[src/design/sarc_pkg.sv]
// shared constants, register layouts and timing table for the converter control block
package sarc_pkg;

  // widths
  localparam int RES_W = 10;
  localparam int CNT_W = 11;
  localparam int REG_W = 8;
  localparam int WB_AW = 8;
  localparam int WB_DW = 32;
  localparam int WB_SW = 4;
  localparam int BIT_W = 4;

  // register indices; byte address is four times the index
  localparam logic [WB_AW-1:0] IDX_RESULT_LOW = 8'h1F;
  localparam logic [WB_AW-1:0] IDX_RESULT_HIGH = 8'h20;
  localparam logic [WB_AW-1:0] IDX_CTRL_ONE = 8'h25;
  localparam logic [WB_AW-1:0] IDX_CTRL_TWO = 8'h26;
  localparam int ADR_STRIDE = 4;
  localparam logic [WB_AW-1:0] ADR_RESULT_LOW = WB_AW'(IDX_RESULT_LOW * ADR_STRIDE);
  localparam logic [WB_AW-1:0] ADR_RESULT_HIGH = WB_AW'(IDX_RESULT_HIGH * ADR_STRIDE);
  localparam logic [WB_AW-1:0] ADR_CTRL_ONE = WB_AW'(IDX_CTRL_ONE * ADR_STRIDE);
  localparam logic [WB_AW-1:0] ADR_CTRL_TWO = WB_AW'(IDX_CTRL_TWO * ADR_STRIDE);

  // operating mode codes
  localparam logic [1:0] MODE_OFF = 2'h0;
  localparam logic [1:0] MODE_SINGLE = 2'h1;
  localparam logic [1:0] MODE_REPEAT = 2'h3;

  // channel select: codes up to this one name a real input
  localparam logic [3:0] CHAN_LAST = 4'h7;

  // reset values
  localparam logic [REG_W-1:0] CTRL_ONE_RESET = 8'h10;
  localparam logic [REG_W-1:0] CTRL_TWO_RESET = 8'h10;
  localparam logic [REG_W-1:0] RESULT_HIGH_RESET = 8'h00;

  // conversion time codes and lengths in fc cycles
  localparam logic [2:0] TIME_39 = 3'h0;
  localparam logic [2:0] TIME_78 = 3'h2;
  localparam logic [2:0] TIME_156 = 3'h3;
  localparam logic [2:0] TIME_312 = 3'h4;
  localparam logic [2:0] TIME_624 = 3'h5;
  localparam logic [2:0] TIME_1248 = 3'h6;
  localparam int CONV_39 = 39;
  localparam int CONV_78 = 78;
  localparam int CONV_156 = 156;
  localparam int CONV_312 = 312;
  localparam int CONV_624 = 624;
  localparam int CONV_1248 = 1248;
  // one bit decision takes a twelfth of the conversion, the rest is sampling
  localparam int SLOT_DIV = 12;

  // control register one layout
  typedef struct packed {
    logic       start;
    logic [1:0] mode;
    logic       ain_disable;
    logic [3:0] chan;
  } sarc_ctrl_one_s;

  // control register two layout
  typedef struct packed {
    logic [1:0] undef;
    logic       ladder_always;
    logic       fixed_one;
    logic [2:0] time_code;
    logic       fixed_zero;
  } sarc_ctrl_two_s;

  // lower result register layout
  typedef struct packed {
    logic [1:0] res_lo;
    logic       eoc;
    logic       busy;
    logic [3:0] unstable;
  } sarc_low_s;

  // conversion timing pair
  typedef struct packed {
    logic [CNT_W-1:0] total;
    logic [CNT_W-1:0] slot;
  } sarc_timing_s;

  // time code to total and per-bit cycle counts; reserved codes act as the shortest
  function automatic sarc_timing_s conv_timing(input logic [2:0] code);
    int n;
    n = CONV_39;
    case (code)
      TIME_78:   n = CONV_78;
      TIME_156:  n = CONV_156;
      TIME_312:  n = CONV_312;
      TIME_624:  n = CONV_624;
      TIME_1248: n = CONV_1248;
      default:   n = CONV_39;
    endcase
    conv_timing.total = CNT_W'(n);
    conv_timing.slot = CNT_W'(n / SLOT_DIV);
  endfunction

endpackage

[src/design/sarc_engine.sv]
// successive approximation sequencer with conversion timer
`timescale 1ns/10ps
module sarc_engine #(
  parameter int RES_W = sarc_pkg::RES_W,
  parameter int CNT_W = sarc_pkg::CNT_W,
  parameter int BIT_W = sarc_pkg::BIT_W
) (
  input  wire logic             clk_i,
  input  wire logic             rst_i,
  input  wire logic             start_i,
  input  wire logic             abort_i,
  input  wire logic [CNT_W-1:0] total_i,
  input  wire logic [CNT_W-1:0] slot_i,
  input  wire logic             comp_i,
  output logic                  busy_o,
  output logic                  done_o,
  output logic                  sample_o,
  output logic [RES_W-1:0]      code_o,
  output logic [RES_W-1:0]      result_o
);

  typedef enum {ENG_IDLE, ENG_RUN} sarc_eng_e;

  sarc_eng_e        state_ff, nxt_state;
  logic [CNT_W-1:0] tot_ff, nxt_tot;
  logic [CNT_W-1:0] sl_ff, nxt_sl;
  logic [BIT_W-1:0] bit_ff, nxt_bit;
  logic [RES_W-1:0] code_ff, nxt_code;
  logic [RES_W-1:0] result_ff, nxt_result;
  logic             done_ff, nxt_done;
  logic [RES_W-1:0] decided;

  // one-hot weight of a result bit
  function automatic logic [RES_W-1:0] bit_mask(input logic [BIT_W-1:0] b);
    bit_mask = RES_W'(1) << b;
  endfunction

  // sampling length is whatever the bit slots leave of the conversion
  wire [CNT_W-1:0] sample_len = total_i - CNT_W'(RES_W) * slot_i;
  wire             slot_end = (sl_ff == '0);
  wire             time_up = (tot_ff == '0);
  wire             sampling = (bit_ff == BIT_W'(RES_W));

  // comparator high keeps the trial bit
  assign decided = comp_i ? code_ff : (code_ff & ~bit_mask(bit_ff));

  // sequencing
  always_comb begin
    nxt_state = state_ff;
    nxt_tot = tot_ff;
    nxt_sl = sl_ff;
    nxt_bit = bit_ff;
    nxt_code = code_ff;
    nxt_result = result_ff;
    nxt_done = 1'b0;
    case (state_ff)
      ENG_IDLE: begin
        if (start_i) begin
          nxt_state = ENG_RUN;
          nxt_tot = total_i - CNT_W'(1);
          nxt_sl = sample_len - CNT_W'(1);
          nxt_bit = BIT_W'(RES_W);
          nxt_code = '0;
        end
      end
      ENG_RUN: begin
        nxt_tot = tot_ff - CNT_W'(1);
        nxt_sl = sl_ff - CNT_W'(1);
        if (abort_i) begin
          nxt_state = ENG_IDLE;
          nxt_code = '0;
        end else if (time_up) begin
          nxt_state = ENG_IDLE;
          nxt_result = decided;
          nxt_done = 1'b1;
          nxt_code = '0;
        end else if (slot_end) begin
          nxt_sl = slot_i - CNT_W'(1);
          nxt_bit = bit_ff - BIT_W'(1);
          if (sampling) begin
            nxt_code = bit_mask(BIT_W'(RES_W - 1));
          end else begin
            nxt_code = decided | bit_mask(bit_ff - BIT_W'(1));
          end
        end
      end
      default: nxt_state = ENG_IDLE;
    endcase
  end

  // state registers
  always_ff @(posedge clk_i) begin
    if (rst_i) begin
      state_ff <= ENG_IDLE;
      tot_ff <= '0;
      sl_ff <= '0;
      bit_ff <= '0;
    end else begin
      state_ff <= nxt_state;
      tot_ff <= nxt_tot;
      sl_ff <= nxt_sl;
      bit_ff <= nxt_bit;
    end
  end

  // data registers
  always_ff @(posedge clk_i) begin
    if (rst_i) begin
      code_ff <= '0;
      result_ff <= '0;
      done_ff <= 1'b0;
    end else begin
      code_ff <= nxt_code;
      result_ff <= nxt_result;
      done_ff <= nxt_done;
    end
  end

  assign busy_o = (state_ff == ENG_RUN);
  assign sample_o = busy_o & sampling;
  assign done_o = done_ff;
  assign code_o = code_ff;
  assign result_o = result_ff;

endmodule

[src/design/sarc_regs.sv]
// converter control and status registers with classic wishbone slave
`timescale 1ns/10ps
// Operation
// - start bit launches conversion, then self-clears
// - mode 00 off, 01 single, 11 repeat
// - input control bit one disables analog inputs
// - channel codes 0 to 7 select inputs
// - standby resets controls and blocks their writes
// - ladder connected during conversion or always
// - time field sets conversion length in cycles
// - control two bits 7 and 6 undefined
// - end flag zero until conversion completes
// - reading high result clears end flag
// - busy flag follows conversion, cleared in standby
// - low result bits 3 to 0 ignored
// - completion stores result, flag, interrupt together
// - repeat mode restarts on each completion
// - mode 00 aborts repeat, no store
module sarc_regs #(
  parameter int RES_W = sarc_pkg::RES_W,
  parameter int CNT_W = sarc_pkg::CNT_W
) (
  input  wire logic                       clk_i,
  input  wire logic                       rst_i,
  input  wire logic                       wb_cyc_i,
  input  wire logic                       wb_stb_i,
  input  wire logic                       wb_we_i,
  input  wire logic [sarc_pkg::WB_AW-1:0] wb_adr_i,
  input  wire logic [sarc_pkg::WB_SW-1:0] wb_sel_i,
  input  wire logic [sarc_pkg::WB_DW-1:0] wb_dat_i,
  output logic [sarc_pkg::WB_DW-1:0]      wb_dat_o,
  output logic                            wb_ack_o,
  input  wire logic                       standby_i,
  input  wire logic                       comp_i,
  output logic [2:0]                      channel_o,
  output logic                            channel_valid_o,
  output logic                            analog_input_enable_o,
  output logic                            ladder_connect_o,
  output logic                            sample_o,
  output logic [RES_W-1:0]                dac_code_o,
  output logic                            conversion_done_interrupt_o
);

  localparam int REG_W = sarc_pkg::REG_W;
  localparam int WB_DW = sarc_pkg::WB_DW;

  sarc_pkg::sarc_ctrl_one_s ctrl_one_ff, nxt_ctrl_one;
  sarc_pkg::sarc_ctrl_two_s ctrl_two_ff, nxt_ctrl_two;
  sarc_pkg::sarc_low_s      low_view;
  sarc_pkg::sarc_timing_s   timing;

  logic [RES_W-1:0] result_ff, nxt_result;
  logic             eoc_ff, nxt_eoc;
  logic             ack_ff;
  logic [WB_DW-1:0] rdata_ff;
  logic             comp_meta_ff;
  logic             comp_sync_ff;
  logic             irq_ff;
  logic             eng_busy;
  logic             eng_done;
  logic             eng_sample;
  logic [RES_W-1:0] eng_code;
  logic [RES_W-1:0] eng_result;
  logic [REG_W-1:0] rd_byte;

  // bus request decode
  wire bus_req = wb_cyc_i & wb_stb_i;
  wire bus_fire = bus_req & ack_ff;
  wire lane0 = wb_sel_i[0];
  wire hit_low = (wb_adr_i == sarc_pkg::ADR_RESULT_LOW);
  wire hit_high = (wb_adr_i == sarc_pkg::ADR_RESULT_HIGH);
  wire hit_one = (wb_adr_i == sarc_pkg::ADR_CTRL_ONE);
  wire hit_two = (wb_adr_i == sarc_pkg::ADR_CTRL_TWO);

  // writes land at the edge where ack is seen; standby locks them out
  wire wr_ok = bus_fire & wb_we_i & lane0 & ~standby_i;
  wire wr_one = wr_ok & hit_one;
  wire wr_two = wr_ok & hit_two;
  wire rd_high = bus_fire & ~wb_we_i & hit_high;

  // incoming write byte seen through the register layouts
  wire [REG_W-1:0] wr_byte = wb_dat_i[REG_W-1:0];
  sarc_pkg::sarc_ctrl_one_s wr_one_val;
  sarc_pkg::sarc_ctrl_two_s wr_two_val;
  assign wr_one_val = sarc_pkg::sarc_ctrl_one_s'(wr_byte);
  assign wr_two_val = sarc_pkg::sarc_ctrl_two_s'(wr_byte);

  // mode decode
  wire mode_single = (ctrl_one_ff.mode == sarc_pkg::MODE_SINGLE);
  wire mode_repeat = (ctrl_one_ff.mode == sarc_pkg::MODE_REPEAT);
  wire mode_off = (ctrl_one_ff.mode == sarc_pkg::MODE_OFF);
  wire mode_run = mode_single | mode_repeat;

  // conversion launch, repeat restart and abort
  wire launch = ctrl_one_ff.start & mode_run & ~eng_busy & ~standby_i;
  wire restart = eng_done & mode_repeat & ~standby_i;
  wire eng_start = launch | restart;
  wire eng_abort = eng_busy & (mode_off | standby_i);

  // conversion length from the time field
  assign timing = sarc_pkg::conv_timing(ctrl_two_ff.time_code);

  // comparator crosses in from the analog side
  always_ff @(posedge clk_i) begin
    if (rst_i) begin
      comp_meta_ff <= 1'b0;
      comp_sync_ff <= 1'b0;
    end else begin
      comp_meta_ff <= comp_i;
      comp_sync_ff <= comp_meta_ff;
    end
  end

  // bit sequencer and conversion timer
  sarc_engine #(
    .RES_W (RES_W),
    .CNT_W (CNT_W)
  ) u_engine (
    .clk_i    (clk_i),
    .rst_i    (rst_i),
    .start_i  (eng_start),
    .abort_i  (eng_abort),
    .total_i  (timing.total),
    .slot_i   (timing.slot),
    .comp_i   (comp_sync_ff),
    .busy_o   (eng_busy),
    .done_o   (eng_done),
    .sample_o (eng_sample),
    .code_o   (eng_code),
    .result_o (eng_result)
  );

  // control register one: standby reset, write, then start self-clear
  always_comb begin
    nxt_ctrl_one = ctrl_one_ff;
    if (standby_i) begin
      nxt_ctrl_one = sarc_pkg::sarc_ctrl_one_s'(sarc_pkg::CTRL_ONE_RESET);
    end else if (wr_one) begin
      nxt_ctrl_one = wr_one_val;
    end else if (launch) begin
      nxt_ctrl_one.start = 1'b0;
    end
  end

  // control register two: standby reset or write
  always_comb begin
    nxt_ctrl_two = ctrl_two_ff;
    if (standby_i) begin
      nxt_ctrl_two = sarc_pkg::sarc_ctrl_two_s'(sarc_pkg::CTRL_TWO_RESET);
    end else if (wr_two) begin
      nxt_ctrl_two = wr_two_val;
      nxt_ctrl_two.undef = '0;
    end
  end

  always_ff @(posedge clk_i) begin
    if (rst_i) begin
      ctrl_one_ff <= sarc_pkg::sarc_ctrl_one_s'(sarc_pkg::CTRL_ONE_RESET);
      ctrl_two_ff <= sarc_pkg::sarc_ctrl_two_s'(sarc_pkg::CTRL_TWO_RESET);
    end else begin
      ctrl_one_ff <= nxt_ctrl_one;
      ctrl_two_ff <= nxt_ctrl_two;
    end
  end

  // result store; standby discards earlier results
  always_comb begin
    nxt_result = result_ff;
    if (standby_i) begin
      nxt_result = '0;
    end else if (eng_done) begin
      nxt_result = eng_result;
    end
  end

  // end flag: completion wins over the read clear and the new start
  always_comb begin
    nxt_eoc = eoc_ff;
    if (standby_i) begin
      nxt_eoc = 1'b0;
    end else if (eng_done) begin
      nxt_eoc = 1'b1;
    end else if (launch) begin
      nxt_eoc = 1'b0;
    end else if (rd_high) begin
      nxt_eoc = 1'b0;
    end
  end

  always_ff @(posedge clk_i) begin
    if (rst_i) begin
      result_ff <= '0;
      eoc_ff <= 1'b0;
    end else begin
      result_ff <= nxt_result;
      eoc_ff <= nxt_eoc;
    end
  end

  // completion pulse toward the interrupt controller
  always_ff @(posedge clk_i) begin
    if (rst_i) begin
      irq_ff <= 1'b0;
    end else begin
      irq_ff <= eng_done & ~standby_i;
    end
  end

  // lower result view: two low bits, end flag, busy, unstable nibble as zero
  assign low_view.res_lo = result_ff[1:0];
  assign low_view.eoc = eoc_ff;
  assign low_view.busy = eng_busy;
  assign low_view.unstable = '0;

  // read select; bits 7 and 6 of control two read as zero
  assign rd_byte = hit_low  ? REG_W'(low_view) :
                   hit_high ? result_ff[RES_W-1:RES_W-REG_W] :
                   hit_one  ? REG_W'(ctrl_one_ff) :
                   hit_two  ? REG_W'(ctrl_two_ff) :
                   '0;

  // single wait state acknowledge with registered read data
  always_ff @(posedge clk_i) begin
    if (rst_i) begin
      ack_ff <= 1'b0;
    end else begin
      ack_ff <= bus_req & ~ack_ff;
    end
  end

  always_ff @(posedge clk_i) begin
    if (rst_i) begin
      rdata_ff <= '0;
    end else if (bus_req & ~ack_ff) begin
      rdata_ff <= WB_DW'(rd_byte);
    end
  end

  assign wb_ack_o = ack_ff;
  assign wb_dat_o = rdata_ff;

  // analog side controls
  assign channel_valid_o = (ctrl_one_ff.chan <= sarc_pkg::CHAN_LAST);
  assign channel_o = ctrl_one_ff.chan[2:0];
  assign analog_input_enable_o = ~ctrl_one_ff.ain_disable;
  assign ladder_connect_o = ctrl_two_ff.ladder_always | eng_busy;
  assign sample_o = eng_sample;
  assign dac_code_o = eng_code;
  assign conversion_done_interrupt_o = irq_ff;

endmodule
[config.mk]
export PLATFORM = sky130hd
export DESIGN_NAME = sarc_regs
export DESIGN_NICKNAME = d
export VERILOG_FILES = /design/src/design/sarc_pkg.sv /design/src/design/sarc_engine.sv /design/src/design/sarc_regs.sv
export SDC_FILE = /design/constraint.sdc
export NUM_CORES = 1
export LEC_CHECK = 0
export ABC_AREA = 1
export BUFFER_PORTS_ARGS = -buffer_cell sky130_fd_sc_hd__buf_2
export CAP_MARGIN = 20
export CORE_AREA = 4 4 119 121
export CTS_CLUSTER_SIZE = 30
export DETAILED_ROUTE_END_ITERATION = 10
export DIE_AREA = 0 0 123 125
export PLACE_DENSITY = 0.65
export SYNTH_ARGS = -nofsm -noshare
export SYNTH_HDL_FRONTEND = slang
export SYNTH_SLANG_ARGS = --single-unit
[constraint.sdc]
create_clock -name clk_i -period 4.91 [get_ports clk_i]
set_clock_uncertainty 0.2 [all_clocks]
set_input_delay 0.982 -clock clk_i [delete_from_list [all_inputs] [get_ports clk_i]]
set_output_delay 0.982 -clock clk_i [all_outputs]
set_load 0.01 [all_outputs]
==> out/summary.log <==
[worst_setup_path] R2R depth 28
[worst_setup_path] minimum setup slack among reg-to-reg paths 0.31 ns
[status] result of the run finished clean
[clock_network] H-Tree Depth 3
[drt] overall via count from detail_route 5381
[clock_network] register clock-pin slew on the reported worst setup and hold paths 0.07 ns
[placement] PortBufs 50
[sta] Slew HR 45.7%
[placement] Final HPWL DP 10.7 mm
[sta] Max Fclk 218 MHz
[logic_synthesis] library cell with the highest instance count after synthesis sky130_fd_sc_hd__nand2_1
[worst_setup_path] crit start category flip-flop
[clock_network] clock latency reported for the late side of the worst-skew pair 0.34 ns
[floorplanning] Initial Util 42.1%
[power_and_ir_drop] Lkg Pwr 3.05 nW
[floorplanning] chip height 125 um
[global_routing] total congestion overflow 0
[layout] NumNets Final 969
[sta] crit share post-route 93.6%
[logic_synthesis] leading area contributor after synthesis sky130_fd_sc_hd__dfxtp_1
[drt] first-pass iteration count of the detailed router 5
[logic_synthesis] total of flip-flops plus latches after synthesis 85
[sta] slew at the pin with the worst max-slew slack 0.813 ns
[sta] crit path setup slack, layout 0.314 ns
[worst_setup_path] nature of the critical path endpoint flip-flop
[clock_network] number of sinks on the clock net 85
[logic_synthesis] ys flop type sky130_fd_sc_hd__dfxtp_1
[logic_synthesis] sequential share of the synthesized area 30.9%
[global_routing] Tot GR Track Use 18.8%
[logic_synthesis] leading post-synthesis cells by instance count sky130_fd_sc_hd__nand2_1 (148), sky130_fd_sc_hd__inv_1 (131), sky130_fd_sc_hd__nor2_1 (90)
[power_and_ir_drop] switching fraction of total power 23.3%
[floorplanning] Die W 123 um
[floorplanning] die area 15400 um^2
[logic_synthesis] number of flops mapped to enable cells by yosys 0
[clock_network] clk root buf sky130_fd_sc_hd__clkbuf_16
[worst_setup_path] Worst path most repeated cell sky130_fd_sc_hd__nand2_1
[clock_network] cts hold-fix bufs 0
[global_routing] global-route wire length before repair 23.6 mm
[drt] Iteration-0 DRC Markers 318
[logic_synthesis] cell count after synthesis 839
[logic_synthesis] area fraction of the dominant cell type after synthesis 30.9%
[power_and_ir_drop] Internal Pwr Total 1.11 mW
[power_and_ir_drop] Power Dens Cells 233 nW/um^2
[clock_network] TritonCTS Buffers 9
[worst_setup_path] CP Max Fanout 7
[layout] layout cell share with drive strength beyond 1 10.4%
[layout] area of combinational cells with multiple inputs 3090 um^2
[placement] Setup WS pre-CTS 0.133 ns
[logic_synthesis] Mean Syn Cell Area 6.57 um^2
[drt] post-detailed-route via-to-cell ratio 5.04
[hold_path] HP Start comp_meta_ff
[worst_setup_path] CP peak stage delay 0.41 ns
[sta] final period demand of the worst path 4.60 ns
[floorplanning] standard-cell row count 42
[clock_network] maximum clock path buffer count 2
[global_routing] number of antenna violations at the first check in global routing 0
[layout] sequential cell area in the final layout 1700 um^2
[sta] Setup-failing EPs final 0
[worst_setup_path] Worst Path Arrival 4.64 ns
[layout] Synth-to-Final Area Change 12.3%
[power_and_ir_drop] clock group share of total power 48.6%
[sta] worst hold slack after final layout 0.217 ns
[hold_path] worst hold endpoint comp_sync_ff
[global_routing] pin count of the biggest net entering global routing 41
[power_and_ir_drop] highest ir drop seen on vdd 0.000276 V
[worst_setup_path] Crit-path slowest cell sky130_fd_sc_hd__fa_1
[placement] routability congestion estimate 0.913
[logic_synthesis] Cell Area, Synth 5510 um^2
[drt] Post-Route WL 14.4 mm
[power_and_ir_drop] Psw 0.336 mW
[drt] Antenna Nets Post-Route 0
[layout] Finished Core Util 47.3%
[logic_synthesis] number of warnings printed during yosys synthesis 0
[hold_path] number of cells traversed by the worst hold path 2
[sta] final-report max-slew violation count 0
[worst_setup_path] R2R Path Start ctrl_two_ff[1]
[floorplanning] I/O pin count 102
[worst_setup_path] Worst Path Class, Setup reg -> reg
[hold_path] class of the worst hold path reg -> reg
[floorplanning] core region area 13100 um^2
[layout] number of filler instances in the final layout 1368
[drt] DR DRC count 0
[drt] WL per Instance 13.5 um
[power_and_ir_drop] sequential cell fraction of total power 47.9%
[job] number of max-cap violations 0
[worst_setup_path] data required time of the worst path 4.96 ns
[logic_synthesis] top area cells in the synthesized netlist sky130_fd_sc_hd__dfxtp_1 (31%), sky130_fd_sc_hd__nand2_1 (10%), sky130_fd_sc_hd__inv_1 (8.9%)
[clock_network] CTS tree done
[logic_synthesis] async set-or-reset flop fraction in the synthesized netlist 0%
[global_routing] number of global-route vias before repair 5024
[worst_setup_path] worst reg2reg path endpoint u_engine.sl_ff[9]
[logic_synthesis] Cell variety after synth 45
[power_and_ir_drop] proportion of power drawn by combinational gates 3.5%
[sta] number of endpoints with negative hold slack in the final report 0
[layout] ant diodes 0
-- power groups by stage --
stage               logic [mW]  clock network [mW]  registers, mW
CTS                     0.0468               0.719          0.692
finish                  0.0499               0.703          0.692
floorplan               0.0415                   0          0.708
global route            0.0558               0.744          0.692
detailed placement      0.0466                   0          0.708
global placement        0.0466                   0          0.708
-- sequential cells by signal (all words and copies together) (netlist names) --
| register | count |
|---|---|
| ctrl_one_ff | 5 |
| ctrl_two_ff | 6 |
| channel_o | 3 |
| u_engine.tot_ff | 11 |
| conversion_done_interrupt_o | 1 |
| u_engine.done_o | 1 |
| wb_dat_o | 8 |
| eoc_ff | 1 |
| u_engine.state_ff | 1 |
| u_engine.sl_ff | 11 |
| comp_meta_ff | 1 |
| u_engine.code_o | 10 |
| u_engine.bit_ff | 4 |
| result_ff | 10 |
| u_engine.result_o | 10 |
| comp_sync_ff | 1 |
| wb_ack_o | 1 |
-- worst max-delay path by stage --
stage                   startpoint  cells past startpoint                 to
CTS                 ctrl_two_ff[1]                     28  u_engine.sl_ff[9]
floorplan           ctrl_two_ff[2]                     26  u_engine.sl_ff[9]
detailed placement  ctrl_two_ff[1]                     28  u_engine.sl_ff[9]
global route        ctrl_two_ff[1]                     28  u_engine.sl_ff[9]
finish              ctrl_two_ff[1]                     28  u_engine.sl_ff[9]
global placement    ctrl_two_ff[1]                     26  u_engine.sl_ff[9]
-- cells by family after synthesis --
group | after synthesis | synth area share [%]
buffers and inverters | 185 | 14.8
adder cells (fa/ha/maj) | 31 | 7.17
other | 1 | 0.0680
flip-flops | 85 | 30.9
XOR/XNOR | 14 | 2.22
AND/OR/NAND/NOR | 319 | 24.4
AO/OA/AOI/OAI | 204 | 20.5
-- cell type report --
type	instances	area share, %
sequential	85	27.5
multi-input combinational	592	49.9
clock buffer	11	3.76
timing repair buffer	63	5.94
clock inverter	5	1.09
inverter	136	8.24
tap	176	3.56
-- metal layers --
metal,up-vias,GRT usage (%),routed length [um]
met3,25,3.21,587
li1,2796,-,-
met5,-,0,0
met2,119,30.2,6680
met4,0,6.91,327
met1,2441,25.2,6770
-- critical path: cells and delay by family, from the launching register on --
family          cells  cell delay (ns)
simple gates       14             1.41
buf+inv             5             0.28
compound gates      3             0.56
xor+xnor            1             0.20
fa+ha+maj           5             1.46
flops               1             0.38
-- layout by cell type, fill, tap and decap left out, types with 3 or more instances in the layout --
cell type | Yosys | routed
sky130_fd_sc_hd__clkinv_1 | 3 | 3
sky130_fd_sc_hd__nor2_1 | 90 | 90
sky130_fd_sc_hd__nor3_1 | 7 | 7
sky130_fd_sc_hd__xnor2_1 | 3 | 3
sky130_fd_sc_hd__conb_1 | 1 | 24
sky130_fd_sc_hd__or2_2 | 5 | 5
sky130_fd_sc_hd__a21oi_1 | 71 | 71
sky130_fd_sc_hd__buf_4 | 27 | 12
sky130_fd_sc_hd__ha_1 | 30 | 30
sky130_fd_sc_hd__buf_2 | 1 | 50
sky130_fd_sc_hd__a41oi_1 | 4 | 4
sky130_fd_sc_hd__nand3_1 | 48 | 47
sky130_fd_sc_hd__a211oi_1 | 3 | 3
sky130_fd_sc_hd__nand4_1 | 12 | 12
sky130_fd_sc_hd__o21ai_0 | 82 | 80
sky130_fd_sc_hd__clkbuf_16 | 0 | 9
sky130_fd_sc_hd__inv_1 | 131 | 130
sky130_fd_sc_hd__o211ai_1 | 7 | 7
sky130_fd_sc_hd__xor2_1 | 11 | 11
sky130_fd_sc_hd__inv_2 | 2 | 3
sky130_fd_sc_hd__nand2_1 | 148 | 148
sky130_fd_sc_hd__dfxtp_1 | 85 | 84
sky130_fd_sc_hd__a31oi_1 | 23 | 23
-- through the flow --
stage          TNS [ns]  power (mW)  instance area (um^2)  cells
2_1_floorplan         0       0.750                  5600    862
3_5_place_dp          0       0.755                  5830   1048
6_report              0        1.44                  6190   1068
5_1_grt         -0.0317        1.49                  6190   1068
4_1_cts               0        1.46                  6130   1064
3_3_place_gp          0       0.754                  5830   1048
-- timing repair --
item / in CTS / in global routing
setup buffers: 0 / 3
hold endpoints to repair: 0 / 0
gates resized for setup: 0 / 6
endpoints found under the setup margin: 0 / 3
Power figures use the tool's default switching activity.
